[config.mk]
export PLATFORM = sky130hd
export DESIGN_NAME = adc_cmp_ctrl
export DESIGN_NICKNAME = d
export VERILOG_FILES = /design/src/verilog/adc_cmp_pkg.sv /design/src/verilog/adc_cmp_ctrl.sv
export SDC_FILE = /design/constraint.sdc
export NUM_CORES = 1
export LEC_CHECK = 0
export BUFFER_PORTS_ARGS = -buffer_cell sky130_fd_sc_hd__buf_2
export CORE_MARGIN = 2
export CORE_UTILIZATION = 44
export CTS_CLUSTER_SIZE = 40
export DETAILED_ROUTE_END_ITERATION = 10
export HOLD_SLACK_MARGIN = 0.03
export PLACE_DENSITY_LB_ADDON = 0.12
export SETUP_SLACK_MARGIN = 0.4
export SYNTH_ARGS = -nofsm -noshare
export SYNTH_HDL_FRONTEND = slang
export SYNTH_SLANG_ARGS = --single-unit
[constraint.sdc]
create_clock -name i_mclk -period 5.9 [get_ports i_mclk]
set_clock_uncertainty 0.1 [all_clocks]
set_input_delay 0.59 -clock i_mclk [delete_from_list [all_inputs] [get_ports i_mclk]]
set_output_delay 0.59 -clock i_mclk [all_outputs]
set_load 0.02 [all_outputs]
[src/verilog/adc_cmp_pkg.sv]
// package for the converter timing and comparator control block
// assumes a single 100 MHz clock and an AXI4-Lite master with 8-bit byte addresses
package adc_cmp_pkg;
  // ****************************************
  // register map, byte addresses
  // ****************************************
  localparam logic [7:0] OFS_CTRL_A = 8'h00;
  localparam logic [7:0] OFS_CTRL_B = 8'h04;
  localparam logic [7:0] OFS_CMP_CS = 8'h08;
  localparam logic [7:0] OFS_CH_SEL = 8'h0c;
  // converter_control_a fields
  localparam int A_ENABLE = 7;
  localparam int A_START = 6;
  localparam int A_AUTO = 5;
  localparam int A_DONE = 4;
  localparam int A_IRQ_EN = 3;
  // converter_control_b fields
  localparam int B_MUX_EN = 6;
  // comparator_control_status fields
  localparam int C_DISABLE = 7;
  localparam int C_BANDGAP = 6;
  localparam int C_OUT = 5;
  localparam int C_FLAG = 4;
  localparam int C_IRQ_EN = 3;
  localparam int C_ROUTE = 2;
  localparam logic [7:0] RST_REG = 8'h00;
  localparam logic [1:0] RESP_OKAY = 2'h0;
  localparam logic [1:0] RESP_SLVERR = 2'h2;
  // ****************************************
  // conversion timing, in half converter cycles
  // ****************************************
  localparam logic [5:0] HALF_TOT_NORMAL = 6'h1a; // 13 cycles
  localparam logic [5:0] HALF_TOT_FIRST = 6'h32; // 25 cycles
  localparam logic [5:0] HALF_TOT_AUTO = 6'h1b; // 13.5 cycles
  localparam logic [5:0] HALF_TOT_FREE = 6'h1c; // 14 cycles
  localparam logic [5:0] HALF_SH_NORMAL = 6'h03; // 1.5 cycles
  localparam logic [5:0] HALF_SH_FIRST = 6'h1b; // 13.5 cycles
  localparam logic [5:0] HALF_SH_AUTO = 6'h04; // 2 cycles
  localparam logic [5:0] HALF_SH_FREE = 6'h05; // 2.5 cycles
  // conversion kinds
  localparam logic [1:0] K_NORMAL = 2'h0;
  localparam logic [1:0] K_FIRST = 2'h1;
  localparam logic [1:0] K_AUTO = 2'h2;
  localparam logic [1:0] K_FREE = 2'h3;
  // comparator event modes
  localparam logic [1:0] M_TOGGLE = 2'h0;
  localparam logic [1:0] M_FALL = 2'h2;
  localparam logic [1:0] M_RISE = 2'h3;

  typedef enum logic [1:0] {S_IDLE = 2'b00, S_BUSY = 2'b01} conv_state_t;

  typedef struct packed {
    logic awvalid;
    logic [7:0] awaddr;
    logic wvalid;
    logic [31:0] wdata;
    logic [3:0] wstrb;
    logic bready;
    logic arvalid;
    logic [7:0] araddr;
    logic rready;
  } axi_req_t;

  typedef struct packed {
    logic awready;
    logic wready;
    logic bvalid;
    logic [1:0] bresp;
    logic arready;
    logic rvalid;
    logic [31:0] rdata;
    logic [1:0] rresp;
  } axi_rsp_t;
endpackage

[src/verilog/adc_cmp_ctrl.sv]
// converter timing control and analog comparator control with an AXI4-Lite slave
// assumes analog core and timer capture logic sit outside; all inputs synchronous
//
// Notes on behaviour
// - mux enable, converter off: mux feeds comparator
// - mux enable clear: negative pin feeds comparator
// - disable bit powers comparator down
// - bandgap select replaces positive pin input
// - output status is synchronised, 2 cycles late
// - matching output change sets event flag
// - event flag clears on vector or write-one
// - irq needs flag, enable and global enable
// - capture route feeds timer capture front end
// - prescaler divides by selected ratio
// - prescaler held reset while converter disabled
// - start begins at next converter clock rise
// - normal conversion lasts 13 converter cycles
// - first conversion lasts 25 converter cycles
// - free running restarts while start stays high
// - sample at 1.5, first at 13.5
// - auto 2 / 13.5, free 2.5 / 14
// - channel select locked during conversion except its last converter cycle
//
// Register access over AXI4-Lite and the register addresses were chosen for this implementation.
module adc_cmp_ctrl
(
  // clock, reset, enable
  input wire logic i_mclk,
  input wire logic i_rst,
  input wire logic i_ce,
  // register bus
  input wire adc_cmp_pkg::axi_req_t i_axi,
  output adc_cmp_pkg::axi_rsp_t o_axi,
  // comparator side
  input wire logic i_comp_raw,
  input wire logic i_comp_irq_ack,
  input wire logic i_global_irq_enable,
  output logic o_comp_neg_from_mux,
  output logic o_comp_pos_bandgap,
  output logic o_comp_power_down,
  output logic o_capture_input,
  output logic o_comp_irq,
  // converter side
  input wire logic i_trigger,
  input wire logic i_conv_irq_ack,
  output logic o_converter_clock,
  output logic o_sample_hold,
  output logic o_conversion_done,
  output logic o_first_conversion,
  output logic [7:0] o_channel_select,
  output logic o_conv_irq
);
  // ****************************************
  // state
  // ****************************************
  typedef struct packed {
    logic aw_have;
    logic [7:0] aw_addr;
    logic w_have;
    logic [7:0] w_data;
    logic w_lane;
    logic bvalid;
    logic [1:0] bresp;
    logic rvalid;
    logic [7:0] rdata;
    logic [1:0] rresp;
    logic [7:0] ctrl_a;
    logic [7:0] ctrl_b;
    logic [7:0] cmp_cs;
    logic [7:0] ch_buf;
    logic [7:0] ch_live;
    logic sync1;
    logic sync2;
    logic sync3;
    logic [5:0] pcnt;
    logic phase;
    logic first_pend;
    logic trig_pend;
    adc_cmp_pkg::conv_state_t state;
    logic [1:0] kind;
    logic [5:0] hcnt;
    logic sample_pulse;
    logic done_pulse;
  } state_t;

  state_t st;
  state_t next_st;

  // half period of the converter clock minus one, in system clocks
  function automatic logic [5:0] half_limit(input logic [2:0] sel);
    logic [6:0] half;
    half = (sel == 3'h0) ? 7'h01 : 7'(7'h01 << (sel - 3'h1));
    return 6'(half - 7'h01);
  endfunction

  function automatic logic [5:0] half_total(input logic [1:0] k);
    case (k)
      adc_cmp_pkg::K_FIRST: return adc_cmp_pkg::HALF_TOT_FIRST;
      adc_cmp_pkg::K_AUTO: return adc_cmp_pkg::HALF_TOT_AUTO;
      adc_cmp_pkg::K_FREE: return adc_cmp_pkg::HALF_TOT_FREE;
      default: return adc_cmp_pkg::HALF_TOT_NORMAL;
    endcase
  endfunction

  function automatic logic [5:0] half_sample(input logic [1:0] k);
    case (k)
      adc_cmp_pkg::K_FIRST: return adc_cmp_pkg::HALF_SH_FIRST;
      adc_cmp_pkg::K_AUTO: return adc_cmp_pkg::HALF_SH_AUTO;
      adc_cmp_pkg::K_FREE: return adc_cmp_pkg::HALF_SH_FREE;
      default: return adc_cmp_pkg::HALF_SH_NORMAL;
    endcase
  endfunction

  function automatic logic is_mapped(input logic [7:0] a);
    return a == adc_cmp_pkg::OFS_CTRL_A || a == adc_cmp_pkg::OFS_CTRL_B ||
      a == adc_cmp_pkg::OFS_CMP_CS || a == adc_cmp_pkg::OFS_CH_SEL;
  endfunction

  // ****************************************
  // derived terms
  // ****************************************
  logic enable;
  logic half_tick;
  logic rise;
  logic free_mode;
  logic cmp_event;
  logic [5:0] hnext;
  logic aw_take;
  logic w_take;
  logic ar_take;
  logic do_write;

  // free running when auto-trigger on and trigger source zero
  assign enable = st.ctrl_a[adc_cmp_pkg::A_ENABLE];
  assign free_mode = st.ctrl_a[adc_cmp_pkg::A_AUTO] && st.ctrl_b[2:0] == 3'h0;
  assign half_tick = enable && st.pcnt == half_limit(st.ctrl_a[2:0]);
  assign rise = half_tick && !st.phase;
  assign hnext = 6'(st.hcnt + 6'h01);
  // event decode on the second sync stage, never on the first
  always_comb
  begin
    case (st.cmp_cs[1:0])
      adc_cmp_pkg::M_TOGGLE: cmp_event = st.sync2 != st.sync3;
      adc_cmp_pkg::M_FALL: cmp_event = !st.sync2 && st.sync3;
      adc_cmp_pkg::M_RISE: cmp_event = st.sync2 && !st.sync3;
      default: cmp_event = 1'b0;
    endcase
  end

  // bus handshakes, one write and one read in flight
  assign o_axi.awready = !st.aw_have && !st.bvalid;
  assign o_axi.wready = !st.w_have && !st.bvalid;
  assign o_axi.arready = !st.rvalid;
  assign o_axi.bvalid = st.bvalid;
  assign o_axi.bresp = st.bresp;
  assign o_axi.rvalid = st.rvalid;
  assign o_axi.rdata = {24'h000000, st.rdata};
  assign o_axi.rresp = st.rresp;
  assign aw_take = i_axi.awvalid && o_axi.awready;
  assign w_take = i_axi.wvalid && o_axi.wready;
  assign ar_take = i_axi.arvalid && o_axi.arready;
  assign do_write = st.aw_have && st.w_have && !st.bvalid;

  // ****************************************
  // next state
  // ****************************************
  always_comb
  begin
    next_st = st;
    next_st.sample_pulse = 1'b0;
    next_st.done_pulse = 1'b0;
    // write channels taken in either order
    if (aw_take)
    begin
      next_st.aw_have = 1'b1;
      next_st.aw_addr = i_axi.awaddr;
    end
    if (w_take)
    begin
      next_st.w_have = 1'b1;
      next_st.w_data = i_axi.wdata[7:0];
      next_st.w_lane = i_axi.wstrb[0];
    end
    if (st.bvalid && i_axi.bready)
      next_st.bvalid = 1'b0;
    if (do_write)
    begin
      next_st.aw_have = 1'b0;
      next_st.w_have = 1'b0;
      next_st.bvalid = 1'b1;
      next_st.bresp = is_mapped(st.aw_addr) ? adc_cmp_pkg::RESP_OKAY :
        adc_cmp_pkg::RESP_SLVERR;
      if (!st.w_lane)
        next_st.bresp = next_st.bresp;
      else if (st.aw_addr == adc_cmp_pkg::OFS_CTRL_A)
      begin
        // start is set-only, done flag is write-one-to-clear
        next_st.ctrl_a[7] = st.w_data[7];
        next_st.ctrl_a[6] = st.ctrl_a[6] | st.w_data[6];
        next_st.ctrl_a[5] = st.w_data[5];
        next_st.ctrl_a[4] = st.ctrl_a[4] & ~st.w_data[4];
        next_st.ctrl_a[3:0] = st.w_data[3:0];
      end
      else if (st.aw_addr == adc_cmp_pkg::OFS_CTRL_B)
        next_st.ctrl_b = st.w_data;
      else if (st.aw_addr == adc_cmp_pkg::OFS_CMP_CS)
      begin
        next_st.cmp_cs[7:6] = st.w_data[7:6];
        next_st.cmp_cs[4] = st.cmp_cs[4] & ~st.w_data[4];
        next_st.cmp_cs[3:0] = st.w_data[3:0];
      end
      else if (st.aw_addr == adc_cmp_pkg::OFS_CH_SEL)
        next_st.ch_buf = st.w_data;
    end
    // read path, answer one cycle after the address is taken
    if (st.rvalid && i_axi.rready)
      next_st.rvalid = 1'b0;
    if (ar_take)
    begin
      next_st.rvalid = 1'b1;
      next_st.rresp = is_mapped(i_axi.araddr) ? adc_cmp_pkg::RESP_OKAY :
        adc_cmp_pkg::RESP_SLVERR;
      if (i_axi.araddr == adc_cmp_pkg::OFS_CTRL_A)
        next_st.rdata = st.ctrl_a;
      else if (i_axi.araddr == adc_cmp_pkg::OFS_CTRL_B)
        next_st.rdata = st.ctrl_b;
      else if (i_axi.araddr == adc_cmp_pkg::OFS_CMP_CS)
        next_st.rdata = {st.cmp_cs[7:6], st.sync2, st.cmp_cs[4:0]};
      else if (i_axi.araddr == adc_cmp_pkg::OFS_CH_SEL)
        next_st.rdata = st.ch_buf;
      else
        next_st.rdata = adc_cmp_pkg::RST_REG;
    end
    // comparator output synchroniser and edge history
    next_st.sync1 = i_comp_raw;
    next_st.sync2 = st.sync1;
    next_st.sync3 = st.sync2;
    // event flag: vector ack clears, a new event wins
    if (i_comp_irq_ack)
      next_st.cmp_cs[adc_cmp_pkg::C_FLAG] = 1'b0;
    if (cmp_event)
      next_st.cmp_cs[adc_cmp_pkg::C_FLAG] = 1'b1;
    // converter prescaler runs only while enabled
    if (!enable)
    begin
      next_st.pcnt = 6'h00;
      next_st.phase = 1'b0;
      next_st.first_pend = 1'b1;
      next_st.trig_pend = 1'b0;
      next_st.ctrl_a[adc_cmp_pkg::A_START] = 1'b0;
      next_st.state = adc_cmp_pkg::S_IDLE;
      next_st.hcnt = 6'h00;
    end
    else if (half_tick)
    begin
      next_st.pcnt = 6'h00;
      next_st.phase = !st.phase;
    end
    else
      next_st.pcnt = 6'(st.pcnt + 6'h01);
    // external trigger caught for the next converter edge
    if (enable && i_trigger && st.ctrl_a[adc_cmp_pkg::A_AUTO] && !free_mode)
      next_st.trig_pend = 1'b1;
    // channel select tracks buffer except while locked
    if (st.state == adc_cmp_pkg::S_IDLE ||
        st.hcnt >= 6'(half_total(st.kind) - 6'h02))
      next_st.ch_live = st.ch_buf;
    if (enable)
    begin
      case (st.state)
        adc_cmp_pkg::S_IDLE:
        begin
          // start only at a converter clock rising edge
          if (rise && (st.ctrl_a[adc_cmp_pkg::A_START] || st.trig_pend))
          begin
            next_st.state = adc_cmp_pkg::S_BUSY;
            next_st.hcnt = 6'h00;
            next_st.first_pend = 1'b0;
            next_st.trig_pend = 1'b0;
            next_st.ctrl_a[adc_cmp_pkg::A_START] = 1'b1;
            if (st.first_pend)
              next_st.kind = adc_cmp_pkg::K_FIRST;
            else if (st.trig_pend)
              next_st.kind = adc_cmp_pkg::K_AUTO;
            else
              next_st.kind = adc_cmp_pkg::K_NORMAL;
          end
        end
        adc_cmp_pkg::S_BUSY:
        begin
          if (half_tick)
          begin
            next_st.hcnt = hnext;
            if (hnext == half_sample(st.kind))
              next_st.sample_pulse = 1'b1;
            if (hnext == half_total(st.kind))
            begin
              next_st.done_pulse = 1'b1;
              next_st.ctrl_a[adc_cmp_pkg::A_DONE] = 1'b1;
              next_st.hcnt = 6'h00;
              if (free_mode && st.ctrl_a[adc_cmp_pkg::A_START])
                next_st.kind = adc_cmp_pkg::K_FREE;
              else
              begin
                next_st.state = adc_cmp_pkg::S_IDLE;
                next_st.ctrl_a[adc_cmp_pkg::A_START] = 1'b0;
              end
            end
          end
        end
        default: next_st.state = adc_cmp_pkg::S_IDLE;
      endcase
    end
    // done flag: vector ack clears unless set in the same cycle
    if (i_conv_irq_ack && !next_st.done_pulse)
      next_st.ctrl_a[adc_cmp_pkg::A_DONE] = 1'b0;
  end

  // ****************************************
  // registers
  // ****************************************
  always_ff @(posedge i_mclk)
  begin
    if (i_rst)
      st <= '0;
    else if (i_ce)
      st <= next_st;
  end

  // analog routing and pin-facing outputs
  assign o_comp_neg_from_mux = st.ctrl_b[adc_cmp_pkg::B_MUX_EN] && !enable;
  assign o_comp_pos_bandgap = st.cmp_cs[adc_cmp_pkg::C_BANDGAP];
  assign o_comp_power_down = st.cmp_cs[adc_cmp_pkg::C_DISABLE];
  assign o_capture_input = st.cmp_cs[adc_cmp_pkg::C_ROUTE] && st.sync2;
  assign o_comp_irq = st.cmp_cs[adc_cmp_pkg::C_FLAG] &&
    st.cmp_cs[adc_cmp_pkg::C_IRQ_EN] && i_global_irq_enable;
  assign o_converter_clock = st.phase;
  assign o_sample_hold = st.sample_pulse;
  assign o_conversion_done = st.done_pulse;
  assign o_first_conversion = st.state == adc_cmp_pkg::S_BUSY &&
    st.kind == adc_cmp_pkg::K_FIRST;
  assign o_channel_select = st.ch_live;
  assign o_conv_irq = st.ctrl_a[adc_cmp_pkg::A_DONE] &&
    st.ctrl_a[adc_cmp_pkg::A_IRQ_EN] && i_global_irq_enable;
endmodule // adc_cmp_ctrl

==> flow_metrics.tcl <==
set metrics [dict create \
    status "finished, final reports clean" \
    cp_max_fo 11 \
    p_int_uw 912 \
    grt_use_total_pct 18.8 \
    p_leak_uw 0.00232 \
    combPwrFrac_pct 7.8 \
    ir_worst_vdd_mv 0.129 \
    dieHeight_um 110 \
    place_area_um2 5090 \
    slew_violations 0 \
    clk_pin_slew_ns 0.09 \
    ant_nets 0 \
    crit_path_top_delay_cell "dfxtp_1" \
    grt_pass1_vias 3498 \
    clockBufferDepth 2 \
    ctsHoldBuffers 0 \
    cp_cell_sequence "or3b_2 -> ha_1 -> xnor2_1 -> nand2_1 -> a2111oi_2 -> nand2_1 -> or3_1 -> a32o_1" \
    synth-seq-cells 94 \
    cts_made_buffers 9 \
    drc 0 \
    avgSynthCellArea_um2 8.41 \
    area_growth_pct 7.74 \
    tightest_slew_ns 0.948 \
    synth_edf_count 0 \
    routed_wl_um 11000 \
    crit_arrival_ns 3.29 \
    cts_root_buf "clkbuf_8" \
    final_area_um2 5290 \
    core_um2 10900 \
    slew_headroom_pct 36.7 \
    antenna_found_initial 0 \
    wl_per_cell_um 14.4 \
    n_fill_cell 1087 \
    fin_crit_ns 3.12 \
    total_power_uw 1220 \
    period_share_pct 52.9 \
    max_clock_freq_mhz 321 \
    synth_cell_type_count 65 \
    cts_tree "done" \
    clock-sinks 94 \
    io_buffers 70 \
    cp-end-kind "flop" \
    syn-cell-area_um2 4910 \
    cts_resized 0 \
    vias_per_cell 5.18 \
    synthArstFlopShare_pct 0 \
    timing_hold_violations_final 0 \
    ys.warnings.count 0 \
    synthFlopType "dfxtp_1" \
    cp.required_ns 6.07 \
    start_util_pct 45.1 \
    die_x_um 110 \
    setup_viol 0 \
    instances_no_fill 764 \
    rsz0062_at_grt "false" \
    dieArea_um2 12000 \
    overflow 0 \
    start_kind "flop" \
    setup_tns_ns 0 \
    synth_cells 584 \
    seq_area_frac_synth_pct 38.3 \
    seqPwrFrac_pct 54.1 \
    drt_iter0_drc 194 \
    dp_cells 748 \
    first_pass_iters 4 \
    dp_hpwl_um 7810 \
    postCtsSetupBuffers 0 \
    grt_start_max_net_pins 89 \
    crit_type "flop to flop" \
    fin_nets 694 \
    min_path_type "input port to flop" \
    clock_latency_ns 0.37 \
    layout-drive-gt1-share_pct 16.4 \
    netSwitchingPower_uw 304 \
    grt_pass1_wl_um 17400 \
    cts_max_level 3 \
    critPathMostFrequentCell "nand2_1" \
    num_rows 38 \
    io_pins 124 \
    p_clk_share_pct 38.1 \
    holdWs_ns 0.350 \
    place.gp.congestion 0.820 \
    vias 3954 \
    power_switching_share_pct 25.0 \
    power_density_nw_per_um2 230 \
    max_cap_violations 0 \
    slowest_delay_ns 0.49 \
]
-- placed cells by master (no fill, tap or decap), types with 10 or more instances in the layout --
| master | instances |
|---|---|
| dfxtp_1 | 94 |
| nor2_1 | 77 |
| buf_2 | 70 |
| nand2_1 | 51 |
| a21oi_1 | 51 |
| mux2i_1 | 34 |
| conb_1 | 27 |
| nand3_1 | 18 |
| o21ai_0 | 16 |
| a211oi_1 | 11 |
| nand2b_1 | 10 |
| ha_1 | 10 |
-- power by group through the flow --
stage               logic [uW]  registers (uW)  clock network, uW
floorplan                 87.4             669                  0
global placement          94.2             672                  0
global route               107             660                503
CTS                       95.7             658                477
finish                    95.4             658                463
detailed placement        95.2             673                  0
-- Yosys cell counts, types with 10 or more instances --
cell	number	area share (%)
dfxtp_1	94	38
nor2_1	77	5.9
a21oi_1	51	5.2
nand2_1	51	3.9
buf_4	47	7.2
mux2i_1	34	6.9
clkbuf_1	20	1.5
nand3_1	18	1.8
o21ai_0	16	1.6
a211oi_1	11	1.7
ha_1	10	2.5
nand2b_1	10	1.3
-- per-layer routing --
metal | GRT usage [%] | share of wire [%] | up-vias | routed length, um
met1 | 25.9 | 48 | 1834 | 5310
met5 | 0 | 0 | - | 0
li1 | - | - | 2039 | -
met4 | 7.59 | 1.5 | 0 | 169
met2 | 29.3 | 47 | 71 | 5140
met3 | 2.96 | 3.8 | 10 | 416
-- worst paths after layout --
kind,slack (ns),to,start,cells past startpoint
setup / recovery,2.78,st[62],st[57],8
hold / removal,0.35,st[94],i_axi[54],3
setup reg to reg,2.78,st[62],st[57],8
hold reg to reg,0.36,st[94],st[94],2
-- cells by family (layout without fill, tap and decap cells) --
logic type,after synthesis,after routing,synth area share [%]
AOI/OAI and AO/OA,120,120,15.4
xor gates and xnor gates,13,13,2.47
adders and majority gates,10,10,2.55
buffers and inverters,83,96,10.1
DFF,94,94,38.3
muxes,43,43,8.99
other,1,28,0.0763
and+or+nand+nor,220,220,22.2
-- layout make-up --
type	count	area, um2	area share, %
diodes	1	2.50	0.0473
clock buffers	11	131	2.48
multi-input cells	433	2640	49.8
flip-flops and latches	94	1880	35.5
repair buffers	71	358	6.76
well taps	140	175	3.31
inverters	10	37.5	0.709
clock inverters	4	72.6	1.37
-- critical path: cells and delay by family (launching register included) --
family                     cells  cell delay [ns]
AOI/OAI and AO/OA              2             0.69
xor gates and xnor gates       1             0.23
adders and majority gates      1             0.23
DFF                            1             0.49
and+or+nand+nor                4             1.29
-- stage by stage --
stage | utilization, % | worst slack (ns)
6_report | 48.6 | 2.78
5_1_grt | 48.6 | 2.57
4_1_cts | 48.6 | 2.74
3_5_place_dp | 46.7 | 2.75
3_3_place_gp | 46.7 | 2.81
2_1_floorplan | - | 3.06
-- flip-flops by register name, indices dropped and copies added, names as in the netlist --
register            flops
o_conversion_done       1
next_st                 2
enable                  1
o_converter_clock       1
o_comp_pos_bandgap      1
o_axi                  12
st                     66
o_channel_select        8
o_sample_hold           1
o_comp_power_down       1
Note: power is estimated with default switching activity, not from simulation.
